<file path="src/rtl/arzc_pkg.sv">
/*
 * Shared constants and types for the autoreclose sequencer with zone coordination.
 * Assumes a single 10 MHz system clock; BRK_SUP_US is in microseconds, the other times are in clock cycles.
 */
package arzc_pkg;
   localparam int unsigned CLK_MHZ        = 10;
   localparam int unsigned SHOT_W         = 3;
   localparam int unsigned TMR_W          = 24;
   localparam int unsigned MAX_SHOTS      = 4;
   // Breaker open supervision time after a trip
   localparam int unsigned BRK_SUP_US     = 200000;
   localparam int unsigned BRK_SUP_CYC    = BRK_SUP_US * CLK_MHZ;
   localparam logic [SHOT_W-1:0] SHOT_RST = 3'h0;
   // Default sequence times in clock cycles; shortened by the bench
   localparam int unsigned FAULT_TM_CYC   = 1000000; // 100 ms fault timer
   localparam int unsigned MANBLK_TM_CYC  = 1000000; // 100 ms manual-close blocking
   localparam int unsigned RECLAIM_TM_CYC = 5000000; // 500 ms reclaim
   localparam int unsigned CLOSE_TM_CYC   = 1000000; // 100 ms close supervision

   typedef enum logic [2:0] {
      ARZC_STANDBY, ARZC_MANBLK, ARZC_READY, ARZC_RUN,
      ARZC_WAIT_OPEN, ARZC_DEAD, ARZC_RECLOSING, ARZC_RECLAIM
   } arzc_state_t;

   // Protection inputs grouped together
   typedef struct packed {
      logic pickup;   // assigned overcurrent pickup
      logic trip;     // assigned initiate trip
   } arzc_prot_t;

   // Result flags
   typedef struct packed {
      logic success;
      logic failed;
      logic lockout;
   } arzc_flags_t;
endpackage : arzc_pkg

</file>
<file path="src/rtl/arzc_seq.sv">
/*
 * Reclose sequencer with manual-close blocking and zone coordination.
 * Assumes pins are asynchronous (synchronised here) and settings are static.
 */
`timescale 1ns/1ps
module arzc_seq import arzc_pkg::*; #(
   parameter int unsigned        SHOTS        = MAX_SHOTS,
   parameter logic [TMR_W-1:0]   FAULT_CYC    = TMR_W'(FAULT_TM_CYC),
   parameter logic [TMR_W-1:0]   BRK_SUP      = TMR_W'(BRK_SUP_CYC),
   parameter logic [TMR_W-1:0]   MANBLK_CYC   = TMR_W'(MANBLK_TM_CYC),
   parameter logic [TMR_W-1:0]   RECLAIM_CYC  = TMR_W'(RECLAIM_TM_CYC),
   parameter logic [TMR_W-1:0]   CLOSE_SUP    = TMR_W'(CLOSE_TM_CYC)
) (
   input  wire logic                    clk,          // System clock, 10 MHz
   input  wire logic                    rst_n,        // Async reset, active low
   input  wire logic                    enable,       // Reclose function active
   input  wire logic                    zone_coord,   // Zone coordination mode
   input  wire logic                    block_in,     // External blocking (pin)
   input  wire logic                    lockout_rst,  // Lockout reset request (pin)
   input  wire arzc_prot_t              prot_in,      // Pickup and trip (pins)
   input  wire logic                    brk_closed,   // Breaker position (pin)
   input  wire logic [TMR_W-1:0]        dead_cyc [SHOTS], // Dead time per shot
   output arzc_state_t                  state_q,      // Sequencer state
   output logic [SHOT_W-1:0]            shot_q,       // Shot for setting selection
   output logic                         trip_q,       // Open-breaker command
   output logic                         close_q,      // Reclose command pulse
   output arzc_flags_t                  flags_q       // Success, failed, lockout
);
   // Two-stage synchronisers for all pin inputs
   logic [4:0] s1_q, s2_q;
   always_ff @(posedge clk or negedge rst_n) begin
      if (!rst_n) begin
         s1_q <= 5'h00;
         s2_q <= 5'h00;
      end else begin
         s1_q <= {block_in, lockout_rst, prot_in.pickup, prot_in.trip, brk_closed};
         s2_q <= s1_q;
      end
   end
   logic blk, lrst, pick, trp, cls;
   assign {blk, lrst, pick, trp, cls} = s2_q;

   // Previous levels for edge detection on synchronised signals
   logic pick_q, cls_q;
   always_ff @(posedge clk or negedge rst_n) begin
      if (!rst_n) begin
         pick_q <= 1'b0;
         cls_q  <= 1'b0;
      end else begin
         pick_q <= pick;
         cls_q  <= cls;
      end
   end
   wire pick_drop = pick_q & ~pick;
   wire man_close = cls & ~cls_q;

   // One shared timer; only one delay is ever live at a time
   logic             t_load, t_clear, t_run, t_done;
   logic [TMR_W-1:0] t_len;
   arzc_timer #(.W(TMR_W)) u_tmr (
      .clk     (clk),
      .rst_n   (rst_n),
      .load    (t_load),
      .clear   (t_clear),
      .length  (t_len),
      .running (t_run),
      .done    (t_done)
   );

   wire last_shot = (32'(shot_q) >= SHOTS);
   wire [TMR_W-1:0] dead_now = dead_cyc[last_shot ? SHOTS-1 : 32'(shot_q)];

   // Trip is passed straight on in every state, timers untouched
   always_ff @(posedge clk or negedge rst_n) begin
      if (!rst_n) trip_q <= 1'b0;
      else        trip_q <= trp;
   end

   // Main sequence
   always_ff @(posedge clk or negedge rst_n) begin
      if (!rst_n) begin
         state_q <= ARZC_STANDBY;
         shot_q  <= SHOT_RST;
         close_q <= 1'b0;
         flags_q <= '0;
         t_load  <= 1'b0;
         t_clear <= 1'b0;
         t_len   <= '0;
      end else begin
         t_load  <= 1'b0;
         t_clear <= 1'b0;
         close_q <= 1'b0;
         if (!enable || blk) begin
            // Blocking parks the sequence; shot count restarts afterwards
            if (state_q != ARZC_STANDBY && state_q != ARZC_MANBLK) begin
               state_q <= cls ? ARZC_READY : ARZC_STANDBY;
               shot_q  <= SHOT_RST;
               t_clear <= 1'b1;
            end
         end else if (flags_q.lockout) begin
            if (lrst && cls) begin
               flags_q.lockout <= 1'b0;
               state_q         <= ARZC_READY;
               shot_q          <= SHOT_RST;
            end
         end else begin
            case (state_q)
               ARZC_STANDBY: begin
                  if (man_close) begin
                     state_q <= ARZC_MANBLK;
                     t_len   <= MANBLK_CYC;
                     t_load  <= 1'b1;
                  end
               end
               ARZC_MANBLK: begin
                  // Trips do not touch the timer here
                  if (t_done) begin
                     state_q <= cls ? ARZC_READY : ARZC_STANDBY;
                  end
               end
               ARZC_READY: begin
                  if (!cls && !trp) state_q <= ARZC_STANDBY;
                  else if (pick || trp) begin
                     state_q         <= ARZC_RUN;
                     flags_q.success <= 1'b0;
                     flags_q.failed  <= 1'b0;
                     t_len           <= FAULT_CYC;
                     t_load          <= 1'b1;
                  end
               end
               ARZC_RUN: begin
                  if (zone_coord && !trp && pick_drop) begin
                     // Downstream device cleared it; own breaker stays in
                     state_q <= ARZC_DEAD;
                     t_len   <= dead_now;
                     t_load  <= 1'b1;
                  end else if (trp) begin
                     state_q <= ARZC_WAIT_OPEN;
                     t_len   <= BRK_SUP;
                     t_load  <= 1'b1;
                  end else if (t_done) begin
                     flags_q.lockout <= 1'b1;
                     flags_q.failed  <= 1'b1;
                  end
               end
               ARZC_WAIT_OPEN: begin
                  if (!cls) begin
                     state_q <= ARZC_DEAD;
                     t_len   <= dead_now;
                     t_load  <= 1'b1;
                  end else if (t_done) begin
                     flags_q.lockout <= 1'b1;
                     flags_q.failed  <= 1'b1;
                  end
               end
               ARZC_DEAD: begin
                  if (t_done) begin
                     shot_q <= shot_q + SHOT_W'(1);
                     if (zone_coord && cls) begin
                        state_q <= ARZC_RECLAIM;
                        t_len   <= RECLAIM_CYC;
                        t_load  <= 1'b1;
                     end else if (!cls && !pick && !trp) begin
                        close_q <= 1'b1;
                        state_q <= ARZC_RECLOSING;
                        t_len   <= CLOSE_SUP;
                        t_load  <= 1'b1;
                     end else begin
                        flags_q.lockout <= 1'b1;
                        flags_q.failed  <= 1'b1;
                     end
                  end
               end
               ARZC_RECLOSING: begin
                  if (cls) begin
                     state_q <= ARZC_RECLAIM;
                     t_len   <= RECLAIM_CYC;
                     t_load  <= 1'b1;
                  end else if (t_done) begin
                     flags_q.lockout <= 1'b1;
                     flags_q.failed  <= 1'b1;
                  end
               end
               ARZC_RECLAIM: begin
                  if (pick || trp) begin
                     if (last_shot) begin
                        flags_q.lockout <= 1'b1;
                        flags_q.failed  <= 1'b1;
                        t_clear         <= 1'b1;
                     end else begin
                        state_q <= ARZC_RUN;
                        t_len   <= FAULT_CYC;
                        t_load  <= 1'b1;
                     end
                  end else if (t_done) begin
                     state_q         <= ARZC_READY;
                     shot_q          <= SHOT_RST;
                     flags_q.success <= 1'b1;
                  end
               end
               default: state_q <= ARZC_STANDBY;
            endcase
         end
      end
   end

   // Zone mode issues no close after dead time while the breaker is still closed
   a_zone_no_close: assert property (@(posedge clk) disable iff (!rst_n)
      (state_q == ARZC_DEAD && t_done && zone_coord && cls) |=> !close_q)
      else $error("close issued in zone coordination");

   // Dead expiry advances shot by exactly one
   a_shot_incr: assert property (@(posedge clk) disable iff (!rst_n)
      (state_q == ARZC_DEAD && t_done && enable && !blk && !flags_q.lockout)
      |=> shot_q == $past(shot_q) + SHOT_W'(1))
      else $error("shot not incremented");

   // Blocking timer expiry with open breaker goes to standby, not lockout
   a_manblk_open: assert property (@(posedge clk) disable iff (!rst_n)
      (state_q == ARZC_MANBLK && t_done && !cls && enable && !blk && !flags_q.lockout)
      |=> state_q == ARZC_STANDBY && !flags_q.lockout)
      else $error("bad exit from manual close block");

   // Trip follows input within one cycle even while blocking
   a_trip_pass: assert property (@(posedge clk) disable iff (!rst_n)
      (state_q == ARZC_MANBLK && trp) |=> trip_q)
      else $error("trip suppressed during blocking");

   // Manual close from standby starts blocking
   a_man_block: assert property (@(posedge clk) disable iff (!rst_n)
      (state_q == ARZC_STANDBY && man_close && enable && !blk && !flags_q.lockout)
      |=> state_q == ARZC_MANBLK ##1 t_run)
      else $error("manual close did not start blocking");

   // Zone dropout starts the dead timer
   a_zone_dead: assert property (@(posedge clk) disable iff (!rst_n)
      (state_q == ARZC_RUN && zone_coord && !trp && pick_drop && enable && !blk
       && !flags_q.lockout) |=> state_q == ARZC_DEAD ##1 t_run)
      else $error("dead timer not started on dropout");

   // Quiet reclaim expiry reports success
   a_reclaim_ok: assert property (@(posedge clk) disable iff (!rst_n)
      (state_q == ARZC_RECLAIM && t_done && !pick && !trp && enable && !blk
       && !flags_q.lockout) |=> state_q == ARZC_READY && flags_q.success
       && shot_q == SHOT_RST)
      else $error("reclaim expiry not successful");

   // Fault in reclaim on last shot locks out
   a_final_lock: assert property (@(posedge clk) disable iff (!rst_n)
      (state_q == ARZC_RECLAIM && pick && last_shot && enable && !blk && !flags_q.lockout)
      |=> flags_q.lockout && flags_q.failed)
      else $error("no lockout after last shot");
endmodule : arzc_seq

</file>
<file path="src/rtl/arzc_timer.sv">
/*
 * Down-counting one-shot timer used for every sequence delay.
 * Assumes load and the length come from the same clock domain.
 */
`timescale 1ns/1ps
module arzc_timer import arzc_pkg::*; #(
   parameter int unsigned W = TMR_W
) (
   input  wire logic         clk,     // System clock
   input  wire logic         rst_n,   // Async reset, active low
   input  wire logic         load,    // Start pulse
   input  wire logic         clear,   // Abort
   input  wire logic [W-1:0] length,  // Cycles to count
   output logic              running, // Counting
   output logic              done     // One-cycle expiry pulse
);
   logic [W-1:0] cnt_q;

   // Load wins over clear so a restart is never lost
   always_ff @(posedge clk or negedge rst_n) begin
      if (!rst_n) begin
         cnt_q   <= '0;
         running <= 1'b0;
         done    <= 1'b0;
      end else begin
         done <= 1'b0;
         if (load) begin
            cnt_q   <= (length == '0) ? W'(1) : length;
            running <= 1'b1;
         end else if (clear) begin
            running <= 1'b0;
         end else if (running) begin
            if (cnt_q == W'(1)) begin
               running <= 1'b0;
               done    <= 1'b1;
            end
            cnt_q <= cnt_q - W'(1);
         end
      end
   end
endmodule : arzc_timer

</file>
<file path="config.mk">
export PLATFORM = sky130hd
export DESIGN_NAME = arzc_seq
export DESIGN_NICKNAME = d
export VERILOG_FILES = /design/src/rtl/arzc_pkg.sv /design/src/rtl/arzc_seq.sv /design/src/rtl/arzc_timer.sv
export SDC_FILE = /design/constraint.sdc
export NUM_CORES = 1
export LEC_CHECK = 0
export BUFFER_PORTS_ARGS = -buffer_cell sky130_fd_sc_hd__clkbuf_2
export CAP_MARGIN = 20
export CORE_ASPECT_RATIO = 0.75
export CORE_MARGIN = 5
export CORE_UTILIZATION = 55
export CTS_CLUSTER_DIAMETER = 50
export CTS_CLUSTER_SIZE = 10
export DETAILED_ROUTE_END_ITERATION = 8
export HOLD_SLACK_MARGIN = 0.06
export PLACE_DENSITY_LB_ADDON = 0.12
export SYNTH_ARGS = -nofsm -noshare
export SYNTH_HDL_FRONTEND = slang
export SYNTH_SLANG_ARGS = --single-unit
export TNS_END_PERCENT = 50
</file>
<file path="constraint.sdc">
create_clock -name clk -period 4.2 [get_ports clk]
set_input_delay 0.84 -clock clk [delete_from_list [all_inputs] [get_ports clk]]
set_output_delay 0.84 -clock clk [all_outputs]
set_load 0.01 [all_outputs]
</file>
==> After elaboration in Yosys (flattened, before gate mapping) <==
Cells that the tools add are included.
W data, S select, Z words.
{ "totals": {"reg_bits": 75, "output_inout_bits": 11, "inputBits": 105} }
{ "classes": {"n_eq_ne": 43, "magnitude_cmp": 2, "addsub": 2, "n_reduce_logical": 28, "bitwise_logic": 7, "n_mux": 102} }
{ "op_table": {"columns": ["op", "n"], "rows": [
  ["$mux W24", 18],
  ["$pmux W24 S7", 1],
  ["$mux W3", 26],
  ["$bmux W24 S2", 1],
  ["$mux W1", 37],
  ["$ge A33 B3 Y1 const B", 1],
  ["$not A3 Y33", 1],
  ["$ne A2 B2 Y1 const B", 16],
  ["$mux W2", 13],
  ["$eq A24 B1 Y1 const B", 1],
  ["$logic_not A24 Y1", 1],
  ["$pmux W3 S8", 1],
  ["$sub A24 B1 Y24 const B", 1],
  ["$ne A5 B5 Y1 const B", 4],
  ["$ne A4 B4 Y1 const B", 4],
  ["$reduce_and A14 Y1", 1],
  ["$reduce_and A13 Y1", 1],
  ["$eq A3 B3 Y1 const B", 4],
  ["$ne A4 B3 Y1 const B", 3],
  ["$reduce_and A12 Y1", 1],
  ["$logic_and A1 B1 Y1", 8],
  ["$pmux W1 S7", 1],
  ["$reduce_and A7 Y1", 1],
  ["$reduce_bool A7 Y1", 1],
  ["23 further kinds", 37]
]} }

==> Logic depth before layout (Yosys ltp) <==
{ "depth": {"word_depth": 9, "depth_mapped": 8, "depth_no_buf": 6} }

==> By module <==
From an unflattened synthesis, not the netlist that was laid out.
{ "hier_totals": {"cells_unflattened": 527, "area_unflattened_um2": 4683.2} }
{ "by_module_without_submodules": {"columns": ["module", "seq_area_each_um2", "area_each_um2", "cells_each", "instances"], "rows": [
  ["arzc_seq", 1226.2, 3130.5, 352, 1],
  ["arzc_timer", 650.6, 1552.7, 175, 1]
]} }

==> Least setup slack after synthesis <==
No wires, ideal clock.
{ "synth_timing": {"path_type": "in2reg", "startpoint": "in enable", "endpoint": "reg t_len[19]", "stages": 5, "setup_time_ps": 125, "t_arrival_ps": 2278, "path_buffers": 1, "setup_slack_ps": 1797, "required_ps": 4075, "path_cell_list": "nor3b_1 o21ai_0 a21oi_4 buf_8 mux2_4"} }
{ "synth_between": {"elab_chain_len": 4} }
{ "synth_lines": {"columns": ["item", "line", "rtl"], "rows": [
  ["start, declared", "arzc_seq.sv:16", "input wire logic enable,"],
  ["$logic_not A1 Y1", "arzc_seq.sv:93", "if (!enable || blk) begin"],
  ["$logic_or A1 B1 Y1", "arzc_seq.sv:93", null],
  ["$not A1 Y1 (no line)", null, null],
  ["$reduce_and A13 Y1 (no line)", null, null],
  ["end signal, assigned", "arzc_seq.sv:135", "t_len <= dead_now;"],
  ["end signal, assigned", "arzc_seq.sv:149", "t_len <= dead_now;"],
  ["end, declared", "arzc_seq.sv:59", "logic [TMR_W-1:0] t_len;"]
]} }
No other way between the ends.
A chain may end at the register's enable or synchronous reset.

==> Final worst setup path <==
{ "layout_timing": {"startpoint": "reg state_q[1]", "endpoint": "reg t_len[5]"} }
{ "layout_between": {"elab_chain_len": 3, "word_cells_on_any_way": 20, "cone_classes": "eq/ne: 16; mux: 1; reduce/logical: 3"} }
{ "layout_lines": {"columns": ["item", "line", "rtl"], "rows": [
  ["start, declared", "arzc_seq.sv:23", "output arzc_state_t state_q,"],
  ["start signal, assigned", "arzc_seq.sv:96", "state_q <= cls ? ARZC_READY : ARZC_STANDBY;"],
  ["start signal, assigned", "arzc_seq.sv:118", "state_q <= cls ? ARZC_READY : ARZC_STANDBY;"],
  ["$eq A3 B3 Y1 (tied with other cells)", "arzc_seq.sv:107", "case (state_q)"],
  ["$reduce_bool A7 Y1 (no line) (tied with other cells)", null, null],
  ["$reduce_and A13 Y1 (no line)", null, null]
]} }
Several ways; a longest one is shown, not always the timed one.

==> flow_summary.toml <==
[outcome]
status = "completed"

[clock_network]
cts_resized = 0
postCtsSetupBuffers = 0
cts_buffers = 9
cts_tree = "yes"
clk_latency_ns = 0.33
max-clock-path-buffers = 2
cts_root_buffer = "clkbuf_16"
h-tree-depth = 3
clkSinkCount = 75
clk_pin_slew_ns = 0.06
hold_buffers = 0

[timing]
relSlewSlack_pct = 38.0
rsz0062_at_grt = "no"
clock.fmax_ghz = 0.342
clock_skew_ns = 0.00849
worst_pin_slew_ns = 0.928
fin_crit_sh_pct = 69.7
setup_viol = 0
fin_setup_tns_ns = 0
slew_viol_final = 0
fin_crit_ns = 2.93
setup_ws_ns = 1.27
hold_viol = 0

[routing]
vias_per_cell = 5.81
vias = 4183
drt_iter0_markers = 236
wl_mm = 13.1
drc_errors = 0
avgRoutedWirePerCell_um = 18.2
antenna_left = 0
firstDrtPassIters = 5

[yosys]
yosysWarnings = 0
synthDominantCellAreaShare_pct = 39.7
syn_nets = 619
synth_compound_area_share_pct = 19.1
synth_top_family_by_area = "compound AO/OA/AOI/OAI gates"
synth_fa_ha_area_share_pct = 1.06
yosysTopAreaCell = "dfrtp_1"
syn_area_um2 = 4730
synth-simple-area-share_pct = 18.8
synth_xor_area_share_pct = 4.26
ys_seq_elements = 75
synth_async_sr_flop_share_pct = 100
syn_avg_cell_area_um2 = 9.28
synth_area_leaders = "dfrtp_1 40%, o21ai_0 5.6%, mux2i_1 4.7%"
post-synth-top-count-cell = "dfrtp_1"
synth.area.mux_share_pct = 12.1
synth_edf_count = 0
synth_seq_area_share_pct = 39.7
netlist_instances = 510
synth_flop_cell = "dfrtp_1"
synthTopCellsByCount = "75 x dfrtp_1, 53 x o21ai_0, 47 x nand2_1"
yosysUniqueCellTypes = 70

[global_route]
grt_pass1_wl_mm = 22.0
antenna_found_initial = 0
overflow = 0
grt_pass1_vias = 4176
grt_start_max_net_pins = 54
track_usage_pct = 26.4

[place]
place.gp.congestion = 0.913
post-place-ws_ns = 0.985
port-buffer-count = 115
place_inst = 704
post-dp-hpwl_mm = 10.0

[critical_path]
cp-end-kind = "flip-flop"
crit_path_start_kind = "flip-flop"
path_max_fanout = 24
required_ns = 4.42
r2r_slack_ns = 1.27
crit_arrival_ns = 3.15
worstSetupPathType = "flip-flop to flip-flop"

[job]
drv_cap = 0

[power_and_ir_drop]
vdd_drop_max_mv = 0.551
leakage_nw = 2.49
power_density_nw_per_um2 = 479
power.total_mw = 2.69

[final_layout]
drive_above_1_share_pct = 29.7
n_antenna_cell = 0
nFillCells = 719
stdcell_count = 720
nNetsFinal = 716
synthToLayoutAreaGrowth_pct = 18.6

[min_path]
hp-class = "flip-flop to flip-flop"

[floorplan]
dieArea_um2 = 10600
dieHeight_um = 90.3
die_x_um = 117
io_pins = 116
start_util_pct = 56.2
rows = 29
core_um2 = 8420
final timing paths:
check | from | end | depth (start not counted)
max in group asynchronous | rst_n | shot_q[0] | 2
worst min-delay path | s1_q[3] | s2_q[3] | 0
min in group asynchronous | rst_n | u_tmr.cnt_q[20] | 1
worst max register to register | state_q[1] | t_len[5] | 5
worst min register to register | s1_q[3] | s2_q[3] | 0
worst max-delay path | state_q[1] | t_len[5] | 5
routing by layer:
layer	vias up	track usage [%]	wire, µm
met5	-	0	0
met4	0	6.21	162
met3	16	7.43	994
met2	164	35.6	5520
met1	1946	41.3	6460
li1	2057	-	-
power by group:
group | switching, mW | total [mW] | internal [mW] | leakage [nW]
clock | 0.308 | 0.769 | 0.461 | 0.143
combinational | 0.432 | 0.798 | 0.366 | 1.40
sequential | 0.227 | 1.12 | 0.896 | 0.950
total | 0.967 | 2.69 | 1.72 | 2.49
final cells by class:
type | instances | area [µm²] | area share, %
Clock buffer | 10 | 229 | 4.08
Clock inverter | 6 | 65.1 | 1.16
Inverter | 17 | 63.8 | 1.14
Multi-Input combinational cell | 383 | 2620 | 46.7
Sequential cell | 75 | 1880 | 33.5
Tap cell | 108 | 135 | 2.41
Timing Repair Buffer | 121 | 621 | 11.1
cell usage in the layout, fill, tap and decap left out, types with 6 or more instances in the layout:
master       n
inv_1       17
a311oi_1    11
buf_4        6
mux2i_1     22
nor2_1      28
o21ai_0     53
nor4_1      11
nand2_1     47
nor3_1      21
mux2_2      14
o22ai_1      6
xnor2_1     19
dfrtp_1     74
mux2_4      13
a211oi_1    15
nand3_1     11
a21oi_1     20
clkbuf_2   114
clkbuf_16    9
nor2b_1     16
registers in the layout, summed over array words and instances (netlist names):
| signal | cells |
|---|---|
| s2_q | 5 |
| pick_q | 1 |
| state_q | 3 |
| u_tmr.running | 1 |
| shot_q | 3 |
| t_len | 24 |
| flags_q | 3 |
| s1_q | 5 |
| cls_q | 1 |
| u_tmr.cnt_q | 24 |
| t_clear | 1 |
| u_tmr.done | 1 |
| close_q | 1 |
| t_load | 1 |
| trip_q | 1 |
critical path, cell delays in order, from the launching register on:
cell and delay (ns):
dfrtp_1 0.81, nand2b_1 0.20, o32a_1 0.33, o221a_2 0.30, a21oi_4 0.74, mux2_2 0.41
logic make-up (layout without fill, tap and decap cells):
group,Yosys count,after routing
fa+ha+maj,4,4
xor+xnor,23,23
flops,75,75
compound gates,137,137
simple gates,170,170
mux,49,49
buf+inv,52,154
metrics by stage:
stage,util (%),hold WS [ns],area [µm²]
floorplan,-,0.331,4730
global placement,63.2,0.336,5320
detailed placement,63.2,0.337,5320
CTS,66.6,0.349,5610
global route,66.6,0.367,5610
finish,66.6,0.346,5610
No activity file was read; power rests on OpenSTA's default activity.
